<file path="src/hdl/refresh_pkg.sv">
// Purpose: Shared constants and types for the dot matrix refresh controller
// Assumes: 50 MHz core clock, one clock domain
// Notes:   Column bytes carry row 7 in bit 6 down to row 1 in bit 0
package refresh_pkg;
    localparam int unsigned CLK_HZ          = 50000000;
    localparam int unsigned REFRESH_HZ      = 500;
    localparam int unsigned REFRESH_CYCLES  = CLK_HZ / REFRESH_HZ;
    localparam int unsigned DATA_W          = 8;
    localparam int unsigned FIFO_DEPTH      = 8;
    localparam int unsigned COL_W           = 5;
    localparam int unsigned ROW_BITS        = 7;
    localparam int unsigned TOP_ROW_BIT     = 6;
    localparam int unsigned HALF_SHIFT      = 4;
    localparam logic [COL_W-1:0] COL_OFF    = 5'h00;
    localparam logic [2:0] BITS_LAST        = 3'h6;

    typedef enum logic [1:0] {
        SHIFT_IDLE  = 2'b00,
        SHIFT_LOW   = 2'b01,
        SHIFT_HIGH  = 2'b10
    } shift_state_type;
endpackage

</file>
<file path="src/hdl/stream_if.sv">
// Purpose: Valid/ready byte stream between controller parts
// Assumes: One clock domain
// Notes:   Transfer on valid and ready both high at a clock edge
`timescale 1ns/100ps
interface stream_if;
    logic       valid;
    logic       ready;
    logic [7:0] data;
    modport source (output valid, output data, input ready);
    modport sink   (input valid, input data, output ready);
endinterface

</file>
<file path="src/hdl/byte_fifo.sv">
// Purpose: Small FIFO holding column bytes ahead of the serialiser
// Assumes: Depth is a power of two
// Notes:   Read data comes out of a register
`timescale 1ns/100ps
module byte_fifo #(
    parameter int WIDTH = 8,
    parameter int DEPTH = 8
) (
    // Clock and reset
    input  wire logic core_clk,
    input  wire logic reset_n,
    // Fill and drain sides
    stream_if.sink    fill,
    stream_if.source  drain
);
    localparam int AW = $clog2(DEPTH);

    logic [WIDTH-1:0] store [DEPTH];
    logic [AW:0]      wr_ptr;
    logic [AW:0]      rd_ptr;
    logic             full;
    logic             empty;
    logic             out_valid;
    logic [WIDTH-1:0] out_data;
    logic             take;
    logic             push;

    assign full        = (wr_ptr[AW] != rd_ptr[AW]) &&
                         (wr_ptr[AW-1:0] == rd_ptr[AW-1:0]);
    assign empty       = (wr_ptr == rd_ptr);
    assign fill.ready  = !full;
    assign push        = fill.valid && !full;
    assign take        = !empty && (!out_valid || drain.ready);
    assign drain.valid = out_valid;
    assign drain.data  = out_data;

    // Write side
    always_ff @(posedge core_clk or negedge reset_n) begin
        if (!reset_n) begin
            wr_ptr <= '0;
        end else if (push) begin
            wr_ptr <= wr_ptr + 1'b1;
        end
    end

    // Storage array, no reset needed
    always_ff @(posedge core_clk) begin
        if (push) begin
            store[wr_ptr[AW-1:0]] <= fill.data[WIDTH-1:0];
        end
    end

    // Registered read stage
    always_ff @(posedge core_clk or negedge reset_n) begin
        if (!reset_n) begin
            rd_ptr    <= '0;
            out_valid <= 1'b0;
            out_data  <= '0;
        end else if (take) begin
            rd_ptr    <= rd_ptr + 1'b1;
            out_valid <= 1'b1;
            out_data  <= store[rd_ptr[AW-1:0]];
        end else if (drain.ready) begin
            out_valid <= 1'b0;
        end
    end
endmodule

</file>
<file path="src/hdl/dot_matrix_refresh_controller.sv">
// Purpose: Refresh controller between a processor bus and 5x7 LED displays
// Assumes: Processor write strobes are synchronous to core_clk
// Notes:   Display clock idles high; data loads on its falling edge
`timescale 1ns/100ps
// Contract
// - Interrupt request raised at 500 Hz
// - Data byte captured then shifted out serially
// - Exactly seven shift clocks per byte
// - Column write loads latch driving column switches
// - Bit 6 row seven down to bit 0 row one
// - One bit lights the dot
// - Serial data stable before falling clock edge
// - Column current off while data shifts
module dot_matrix_refresh_controller
    import refresh_pkg::*;
#(
    parameter int unsigned REFRESH_COUNT = REFRESH_CYCLES
) (
    // Clock and reset
    input  wire logic                    core_clk,
    input  wire logic                    reset_n,
    // Processor side
    input  wire logic [refresh_pkg::DATA_W-1:0] bus_data,
    input  wire logic                    data_write,
    input  wire logic                    column_write,
    output logic                         data_ready,
    output logic                         refresh_irq,
    // Display side
    output logic                         display_data,
    output logic                         display_clock,
    output logic                         blanking_input,
    output logic [refresh_pkg::COL_W-1:0] column_drive
);
    import refresh_pkg::*;

    // Byte timing, in core cycles after the write edge:
    //   +1 byte reaches the FIFO output register
    //   +2 serialiser loads it; columns and blanking go off
    //   +7 first falling display clock, then one every eight cycles
    //   about +58 serialiser idle again; columns return a cycle later
    // Data only moves at the load or as the display clock rises, so it is settled
    // across every falling edge the display samples on.

    stream_if to_fifo ();
    stream_if from_fifo ();

    shift_state_type state;
    shift_state_type next_state;
    logic [31:0]        rate_count;
    logic               rate_tick;
    logic [DATA_W-1:0]  shift_reg;
    logic [2:0]         bit_count;
    logic [2:0]         half_count;
    logic [COL_W-1:0]   column_latch;
    logic               shifting;
    logic               fifo_ready;

    assign to_fifo.valid   = data_write;
    assign to_fifo.data    = bus_data;
    assign from_fifo.ready = (state == SHIFT_IDLE);
    assign shifting        = (state != SHIFT_IDLE) || from_fifo.valid;
    assign rate_tick       = (rate_count == REFRESH_COUNT - 1);
    assign fifo_ready      = to_fifo.ready;

    // True on the last core cycle of a display clock half period
    function automatic logic half_end(input logic [2:0] count);
        half_end = (count == 3'(HALF_SHIFT - 1));
    endfunction

    // True while the seventh bit of a byte is being clocked
    function automatic logic byte_end(input logic [2:0] count);
        byte_end = (count == BITS_LAST);
    endfunction

    byte_fifo #(
        .WIDTH (DATA_W),
        .DEPTH (FIFO_DEPTH)
    ) data_fifo (
        .core_clk (core_clk),
        .reset_n  (reset_n),
        .fill     (to_fifo),
        .drain    (from_fifo)
    );

    // Free running divider for the refresh rate
    always_ff @(posedge core_clk or negedge reset_n) begin
        if (!reset_n) begin
            rate_count <= '0;
        end else if (rate_tick) begin
            rate_count <= '0;
        end else begin
            rate_count <= rate_count + 1'b1;
        end
    end

    // Interrupt request; a new tick wins over the clear
    always_ff @(posedge core_clk or negedge reset_n) begin
        if (!reset_n) begin
            refresh_irq <= 1'b0;
        end else if (rate_tick) begin
            refresh_irq <= 1'b1;
        end else if (column_write) begin
            refresh_irq <= 1'b0;
        end
    end

    // Back pressure flag for the processor
    always_ff @(posedge core_clk or negedge reset_n) begin
        if (!reset_n) begin
            data_ready <= 1'b0;
        end else begin
            data_ready <= fifo_ready;
        end
    end

    // Next serialiser state; high half first, then low half
    always_comb begin
        next_state = state;
        case (state)
            SHIFT_IDLE: begin
                if (from_fifo.valid) begin
                    next_state = SHIFT_HIGH;
                end
            end
            SHIFT_HIGH: begin
                // Data already stable while clock is high
                if (half_end(half_count)) begin
                    next_state = SHIFT_LOW;
                end
            end
            SHIFT_LOW: begin
                if (half_end(half_count)) begin
                    if (byte_end(bit_count)) begin
                        next_state = SHIFT_IDLE;
                    end else begin
                        next_state = SHIFT_HIGH;
                    end
                end
            end
            default: begin
                next_state = SHIFT_IDLE;
            end
        endcase
    end

    // Serialiser state, one display clock per eight core cycles
    always_ff @(posedge core_clk or negedge reset_n) begin
        if (!reset_n) begin
            state <= SHIFT_IDLE;
        end else begin
            state <= next_state;
        end
    end

    // Parallel load, then shift towards bit 6
    always_ff @(posedge core_clk or negedge reset_n) begin
        if (!reset_n) begin
            shift_reg <= '0;
        end else if (state == SHIFT_IDLE && from_fifo.valid) begin
            shift_reg <= from_fifo.data;
        end else if (state == SHIFT_LOW && half_end(half_count)) begin
            // Move only after the falling edge has taken the bit
            shift_reg <= {shift_reg[DATA_W-2:0], 1'b0};
        end
    end

    // Bit counter limiting each byte to seven clocks
    always_ff @(posedge core_clk or negedge reset_n) begin
        if (!reset_n) begin
            bit_count <= '0;
        end else if (state == SHIFT_IDLE) begin
            bit_count <= '0;
        end else if (state == SHIFT_LOW && half_end(half_count)
                     && !byte_end(bit_count)) begin
            bit_count <= bit_count + 1'b1;
        end
    end

    // Half period counter, four core cycles per display clock level
    always_ff @(posedge core_clk or negedge reset_n) begin
        if (!reset_n) begin
            half_count <= '0;
        end else if (state == SHIFT_IDLE || half_end(half_count)) begin
            half_count <= '0;
        end else begin
            half_count <= half_count + 1'b1;
        end
    end

    // Serial data pin; bit 6 (row seven) goes out first
    always_ff @(posedge core_clk or negedge reset_n) begin
        if (!reset_n) begin
            display_data <= 1'b0;
        end else begin
            // Passed through uninverted, so a one lights its dot
            display_data <= shift_reg[TOP_ROW_BIT];
        end
    end

    // Display clock pin, low only through the low half period
    always_ff @(posedge core_clk or negedge reset_n) begin
        if (!reset_n) begin
            display_clock <= 1'b1;
        end else begin
            display_clock <= (state != SHIFT_LOW);
        end
    end

    // Column latch loaded by the processor
    always_ff @(posedge core_clk or negedge reset_n) begin
        if (!reset_n) begin
            column_latch <= COL_OFF;
        end else if (column_write) begin
            column_latch <= bus_data[COL_W-1:0];
        end
    end

    // Column drivers switched off while the string shifts
    always_ff @(posedge core_clk or negedge reset_n) begin
        if (!reset_n) begin
            column_drive <= COL_OFF;
        end else begin
            column_drive <= shifting ? COL_OFF : column_latch;
        end
    end

    // Blanking held low as well, so no current spikes reach the rows
    always_ff @(posedge core_clk or negedge reset_n) begin
        if (!reset_n) begin
            blanking_input <= 1'b0;
        end else begin
            blanking_input <= !shifting;
        end
    end
endmodule

</file>
<file path="config.mk">
export PLATFORM = sky130hd
export DESIGN_NAME = dot_matrix_refresh_controller
export DESIGN_NICKNAME = d
export VERILOG_FILES = /design/src/hdl/refresh_pkg.sv /design/src/hdl/stream_if.sv /design/src/hdl/byte_fifo.sv /design/src/hdl/dot_matrix_refresh_controller.sv
export SDC_FILE = /design/constraint.sdc
export NUM_CORES = 1
export LEC_CHECK = 0
export CORE_UTILIZATION = 26
export CTS_CLUSTER_SIZE = 28
export DETAILED_ROUTE_END_ITERATION = 6
export DONT_BUFFER_PORTS = 1
export GPL_ROUTABILITY_DRIVEN = 1
export GPL_TIMING_DRIVEN = 1
export SYNTH_ARGS = -nofsm -noshare
export SYNTH_HDL_FRONTEND = slang
export SYNTH_SLANG_ARGS = --single-unit
</file>
<file path="constraint.sdc">
create_clock -name core_clk -period 3.9 [get_ports core_clk]
set_input_delay 0.585 -clock core_clk [delete_from_list [all_inputs] [get_ports core_clk]]
set_output_delay 0.585 -clock core_clk [all_outputs]
set_load 0.03 [all_outputs]
</file>
==> results.txt, run 1 <==
The tools report the number of buffers inserted by hold repair at cts as 1. The final max-slew violation count came out at 0. TritonCTS built the clock tree. Yosys mapped the design onto 43 distinct sky130hd cell types.

Synthesis inferred 134 register bits. For the yosys synthesis warning count, the log shows 0. The design draws 4.41 mW.

Cells fill 31.0% of the core in the end. The data arrival time of the critical path came out at 2.86 ns. In this run the tightest slew margin relative to its limit is 33.5%.

Cell internal power was estimated by the tool at 3.09 mW. The smallest hold slack was 0.0438 ns. Including well taps, the total number of placed cells is 672. The run finished with clean final reports. For this run, the total global-route usage over all layers was measured as 9.94%. The final net count is 436. The number of setup buffers added after CTS is 0. The path class of the tightest hold or removal check is input port to asynchronous set/reset pin. The tools report the instance count of the mapped netlist as 408. Final worst clock skew: 0.0108 ns. For the pin with the worst max-slew slack, the measured transition is 0.990 ns. Clock latency on the worst-skew pair, taken at its later pin, is 0.43 ns. After clock tree synthesis, the clock-pin slew on the worst setup and hold paths is 0.06 ns. The type of element launching the critical path was a flop. Pin placement for this block handled 22 I/O pins. In this run the static leakage power is 2.48 nW.

The first global-routing pass estimated 16.6 mm of wire. Path type of the worst setup path: flop to flop. After detailed routing, the number of remaining DRC violations is 0. In this run, post-CTS repair resized a total of 0 instances.

Entering global routing, the biggest net connects 79 pins. For this run, the leading register cell type out of synthesis is sky130_fd_sc_hd__dfrtp_1. The fraction of layout cells with a size suffix above 1 was 15.3%.

The final route contains 3198 vias. Yosys mapped a number of flops with a built-in enable equal to 56. The number of iterations in the first detailed-routing pass is 4. For this run, asynchronously set or reset flops after synthesis account for 58.2%.

After synthesis, the mean cell area works out to 13.8 sq um. The run gives 22300 sq um as the die footprint. The placer congestion estimate was 0.787; the final period utilization was 72.0%. The clock tree synthesis step divided the H-tree into 4 levels. The final hold violation count was 0; the sequential cell area was 3630 sq um. For the number of endpoints failing setup at the final stage, the log shows 0. The half-perimeter wire length of the detailed placement result is 6.89 mm. The worst setup slack after placement is 1.09 ns. The total grt overflow is 0, and the number of nets produced by synthesis is 427. In the final routed layout, each cell accounts on average for 14.4 um. The first routing iteration left 201 violations. The maximum clock frequency is 356 MHz, and the non-filler instance count after layout is 705.

The vertical die dimension was 149 um. Registers are responsible for 43.7% of the overall power. The tool flagged a number of max-cap violations equal to 0. The tools report the cell row count as 53. Setup repair after global routing left no endpoint under its margin. Net switching is 30.0% of the power. Via count of the first global-routing pass: 3285. Relative to the synthesized area, the layout overhead comes to 16.4%. Final non-filler cell area: 6560 sq um. Endpoint class of the critical path: a flop. The detail-routed via count per cell is 4.54, and the area used by multi-input combinational logic is 1900 sq um.

The clock net in this run drives a total of 134 sinks. CTS placed an instance of sky130_fd_sc_hd__clkbuf_16 at the clock tree root. The layout has 2072 filler cells. In this run the horizontal extent of the chip is 149 um. The part of the power in the clock network was 36.2%. Of the synthesized area, sequential elements account for 64.5%. The number of antenna violations at the first check in global routing is 0. Wires add up to 10.2 mm.

The number of nets with antenna violations after routing came out at 0. Of all nets on the critical path, the largest fanout is 11. The logs give 3.95 ns for the critical path required time and 1.32 mW for the switching power of the nets. The number of buffers added on ports is 0, and the antenna diode count is 0. Post-synthesis instance area: 5630 sq um.

Summed over all failing endpoints, the final setup total negative slack is 0 ns. The effective utilization at floorplan is 26.6%, and the combinational share of power is 20.1%. The final setup slack of the worst path was 1.09 ns. The total cell area at the placement stage is 5940 sq um, and the total power per unit cell area is 672 nW/um^2. The number of CTS-inserted buffers came out at 17. Minimum clock period: 2.81 ns.

The register with the most flip-flops in the layout has 56 of them. The worst ir drop on vdd was 0.312 mV. In this run the standard cell core region covers 21200 sq um. The clock passes through at most 2 buffers.
[area by class of cell]
type / count / share of cell area, %
clock buffer: 17 / 6.49
sequential: 134 / 55.4
timing repair buffer: 4 / 0.763
inverter: 8 / 0.458
clock inverter: 15 / 2.56
multi-input combinational: 252 / 29.0
tap: 275 / 5.25
[cells in the mapped netlist (all sizes together) (7+ instances only)]
library cell  number  share of area (%)
dfrtp             77                 34
edfxtp            56                 30
nor2              28                1.9
xnor2             27                4.2
nand2             25                1.7
nand3             24                2.1
o21ai             17                1.5
mux2i             15                2.7
nand4             15                1.9
mux4              14                5.6
nor3              12                1.1
xor2              10                1.6
clkbuf             8               0.53
inv                8               0.53
mux2               8                1.6
nor4               8                1.0
a21oi              7               0.62
ha                 7                1.6
[path summary, 6_finish.rpt]
kind                                     start                    end  slack, ns  cells past startpoint
max                        data_fifo.rd_ptr[1]  data_fifo.store[0][6]       1.09                      4
min in group core_clk              bus_data[2]  data_fifo.store[3][2]       0.25                      0
max reg2reg                data_fifo.rd_ptr[1]  data_fifo.store[0][6]       1.09                      4
max in group asynchronous              reset_n        column_drive[1]       3.52                      1
min                                    reset_n           bit_count[1]       0.04                      1
min reg2reg                       shift_reg[6]           display_data       0.40                      0
[worst max-delay path: stages, from the launching register on]
cell and delay, ns:
sky130_fd_sc_hd__dfrtp_1 0.67, sky130_fd_sc_hd__xor2_1 0.43, sky130_fd_sc_hd__o41ai_1 0.24, sky130_fd_sc_hd__or2_2 0.36
sky130_fd_sc_hd__nor3_1 0.74
[kinds of logic after synthesis]
kind of cell | share of synthesized area (%)
AOI/OAI and AO/OA | 3.73
xor gates and xnor gates | 5.75
adders and majority gates | 1.56
buffers and inverters | 1.64
DFF | 64.5
muxes | 9.86
and+or+nand+nor | 12.9
[power groups by stage]
stage / sequential (mW) / combinational (mW) / clock, mW
detailed placement: 1.96 / 0.877 / 0
global placement: 1.94 / 0.848 / 0
CTS: 1.93 / 0.901 / 1.63
finish: 1.92 / 0.887 / 1.59
global route: 1.96 / 0.981 / 1.69
floorplan: 1.85 / 0.780 / 0
[routing by layer]
layer	GRT usage [%]	share of wire, %	vias to the layer above
li1	-	-	1520
met1	12.3	47	1592
met3	4.13	5.0	20
met2	14.8	47	66
met5	0	0	-
met4	5.10	1.9	0
[cells in the final DEF (no fill, tap or decap), drive strengths merged, types with 15 or more instances in the layout]
cell,n
clkbuf,17
inv,15
nand2,25
mux2i,15
nor2,28
nand4,15
nand3,24
xnor2,27
dfrtp,77
o21ai,17
edfxtp,56
No activity file was read; power rests on OpenSTA's default activity.
==> inputs of run 2 (changes only) <==
==> constraint.sdc (replaced) <==
create_clock -name core_clk -period 2.6 [get_ports core_clk]
set_input_delay 0.39 -clock core_clk [delete_from_list [all_inputs] [get_ports core_clk]]
set_output_delay 0.39 -clock core_clk [all_outputs]
set_load 0.03 [all_outputs]
==> run 2 against run 1 <==
Combinational power grew 69%; non-clock buffer count increased by 14; wire length shrank 0.51%; clock-buffer cell count grew 3; setup slack worse by 0.77 ns; cell area rose by 1.9%; power rose by 54%; hold slack better by 0.024 ns; critical path depth stayed put; flip-flop and latch count unchanged; die area is the same; critical endpoint is now data_fifo.store[1][2].
==> results.txt, run 2 (synthesis gave the netlist of run 1 again) <==
The run finished with clean final reports. The switching part of the total was 28.2% (-1.8 points); the total power was 6.77 mW (+54%). The worst hold path begins at bus_data[1]. Total wirelength of the detailed-routed design: 10.1 mm (-0.51%).

The cell row count was 53 (unchanged); the sequential cell area was 3630 sq um (unchanged). The area used by multi-input combinational logic was 1900 sq um (unchanged). The first-pass GRT wire length is 17.2 mm (+3.7%). The maximum clock frequency was 439 MHz (+23%). Critical path required time: 2.63 ns (-1.32 ns).

For the final net count, the log shows 450 (+3.2%). The number of flip-flops under the largest register name is 56 (unchanged), and the smallest hold slack is 0.0680 ns (+0.0241 ns). The via count of the first global-routing pass was 3362 (+2.3%); the register-to-register path setup slack was 0.32 ns (-0.77 ns).

The depth of the worst register-to-register path came out at 4 (unchanged). TritonCTS built the clock tree. The post-synthesis to final-layout area growth is 18.6%.

Switching power of the nets: 1.91 mW (+45%). The library cells used most frequently in the layout, excluding fill and tap cells, are sky130_fd_sc_hd__dfrtp_1, sky130_fd_sc_hd__edfxtp_1, sky130_fd_sc_hd__nor2_1, sky130_fd_sc_hd__xnor2_1, sky130_fd_sc_hd__nand2_1. The run gives 6030 sq um (+1.6%) as the total cell area at the placement stage. The number of buffers on the longest clock path came out at 2 (unchanged). The internal power summed over all cells was 4.86 mW (+58%). The effective utilization at floorplan was 26.6% (unchanged); the number of iterations in the first detailed-routing pass was 4 (unchanged). STA classifies the critical path startpoint as a flop. The number of buffers added on ports works out to 0 (unchanged). The placer congestion estimate was 0.805 (+2.3%); the count of vias placed by the detailed router was 3243 (+1.4%). The library cell used most frequently in the layout, excluding fill and tap cells, is sky130_fd_sc_hd__dfrtp_1. The run gives 0.296 ns (-0.793 ns) as the worst setup slack after placement.

The portion of total power attributed to sequential cells is 42.0% (-1.7 points). The worst hold-check path type was input port to flop. The tools report the part of the power in the clock network as 35.9% (-0.3 points). The half-perimeter wire length of the detailed placement result was 6.82 mm (-1.0%); the number of design rule violations left after detail routing was 0 (unchanged).

The worst relative slew slack came out at 30.3% (-3.1 points). The run gives 166 (-17%) as the violation count after the first detailed-route iteration. The tools report the antenna diode count as 0 (unchanged). The tools report the number of CTS-inserted buffers as 17 (unchanged). The detail-routed via count per cell was 4.51 (-0.57%); the final setup slack of the worst path was 0.320 ns (-0.772 ns). Total power per unit cell area: 1010 nW/um^2 (+51%). The tools report the final setup TNS as 0 ns (unchanged). The minimum clock period works out to 2.28 ns (-0.528 ns). Setup repair after global routing left no endpoint under its margin. The tools report the number of levels the H-tree was split into as 4 (unchanged). The tools report the terminus of the critical flop-to-flop path as data_fifo.store[1][2]. The worst-margin pin slew works out to 1.04 ns (+0.0469 ns). The final max-slew violation count came out at 0 (unchanged). The fraction of layout cells with a size suffix above 1 was 17.6% (+2.2 points); the final non-filler cell area was 6680 sq um (+1.9%). The die width works out to 149 um (unchanged). Source-to-sink clock delay at the later pin of the worst-skew pair: 0.42 ns (about the same). The logs give 0 (unchanged) for the total grt overflow and 0 (unchanged) for the number of nets with antenna violations after routing.

Pin count of the biggest net entering global routing: 79 (unchanged). The worst ir drop on vdd is 0.312 mV (-0.23%), and the reported max-cap violation count is 0 (unchanged). Largest fanout on the critical path: 7 (-4). The root buffer cell chosen for the clock tree is sky130_fd_sc_hd__clkbuf_16. The vertical die dimension is 149 um (unchanged), and the hold path depth is 0. The tools report the number of endpoints failing setup at the final stage as 0 (unchanged). In this run the critical register-to-register path is launched from data_fifo.rd_ptr[3]. The worst hold path terminates at data_fifo.store[7][1]. The tools report the final worst clock skew as 0.0121 ns (+0.00133 ns). The logs give 10.1% (+0.15 points) for the combined global-route utilization of all metal layers and 21200 sq um (unchanged) for the core footprint. The final period utilization was 87.7% (+16 points); the static leakage was 2.56 nW (+3.3%).

The clock slew seen by the registers of the worst setup and hold paths was 0.06 ns (about the same); the final hold violation count was 0 (unchanged). The data arrival time of the critical path came out at 2.31 ns (-0.55 ns). For the clock sink count, the log shows 134 (unchanged). The number of antenna violations at the first check in global routing is 0 (unchanged), and the combinational share of power is 22.1% (+2.0 points). For the fill cell total of the finished layout, the log shows 2061 (-0.53%). The die footprint came out at 22300 sq um (unchanged). Per-cell routed wire length: 14.1 um (-2.4%). The worst setup path is of the flop to flop kind. The run gives 22 (unchanged) as the I/O pin count. The worst setup path is captured at a flop.
## run 2: cell types whose count changed in the layout (fill, tap and decap cells not counted)
| cell | previous run | this run |
|---|---|---|
| sky130_fd_sc_hd__clkinv_4 | 1 | 2 |
| sky130_fd_sc_hd__dlygate4sd3_1 | 0 | 1 |
| sky130_fd_sc_hd__clkinv_2 | 2 | 4 |
| sky130_fd_sc_hd__inv_8 | 2 | 0 |
| sky130_fd_sc_hd__inv_6 | 5 | 1 |
| sky130_fd_sc_hd__clkinvlp_4 | 3 | 2 |
| sky130_fd_sc_hd__clkbuf_8 | 0 | 2 |
| sky130_fd_sc_hd__buf_4 | 3 | 16 |
| sky130_fd_sc_hd__bufinv_16 | 2 | 3 |
| sky130_fd_sc_hd__clkbuf_1 | 0 | 1 |
## run 2: power groups by stage
stage                     registers, mW  logic (mW)  clock network [mW]
after floorplan                    2.78        1.17                   0
after global placement             2.87        1.45                   0
after detailed placement           2.89        1.49                   0
after CTS                          2.85        1.53                2.50
after global routing               2.90        1.68                2.60
final                              2.84        1.50                2.43
## run 2: metrics by stage
step,utilization [%],cells
2_1_floorplan,-,408
3_3_place_gp,28.5,685
3_5_place_dp,28.5,685
4_1_cts,31.6,719
5_1_grt,31.6,719
6_report,31.6,719
## run 2: worst max-delay path: stages (launching register included)
cell                      delay [ns]
sky130_fd_sc_hd__dfrtp_1        0.43
sky130_fd_sc_hd__xnor2_1        0.29
sky130_fd_sc_hd__or4_1          0.20
sky130_fd_sc_hd__nand3_1        0.15
sky130_fd_sc_hd__nor3_1         0.83
## run 2: timing repair
action / 4_1_cts / 5_1_grt
endpoints found under the hold margin: 78 / 0
setup buffers: 0 / 0
hold buffers: 2 / 0
gates resized for setup: 0 / 0
## run 2: area by class of cell
cell class	instances	area share (%)
inverter	8	0.450
tap	275	5.15
timing repair buffer	18	2.36
sequential	134	54.4
multi-input combinational	252	28.5
clock buffer	20	6.84
clock inverter	12	2.27
## run 2: worst max-delay path by stage
stage,from,end,slack [ns],cells after the start
finish,data_fifo.rd_ptr[3],data_fifo.store[1][2],0.32,4
global route,data_fifo.wr_ptr[2],data_fifo.store[1][1],0.13,4
CTS,data_fifo.rd_ptr[3],data_fifo.store[1][2],0.24,4
detailed placement,data_fifo.rd_ptr[3],data_fifo.store[1][2],0.30,4
global placement,data_fifo.wr_ptr[2],data_fifo.store[1][0],0.36,4
floorplan,data_fifo.wr_ptr[1],data_fifo.store[0][0],0.26,5
## run 2: metal layers
metal | up-vias | track usage, % | wire length (um)
met2 | 54 | 15.6 | 4710
li1 | 1547 | - | -
met3 | 10 | 3.85 | 513
met5 | - | 0 | 0
met1 | 1632 | 12.9 | 4750
met4 | 0 | 3.57 | 125
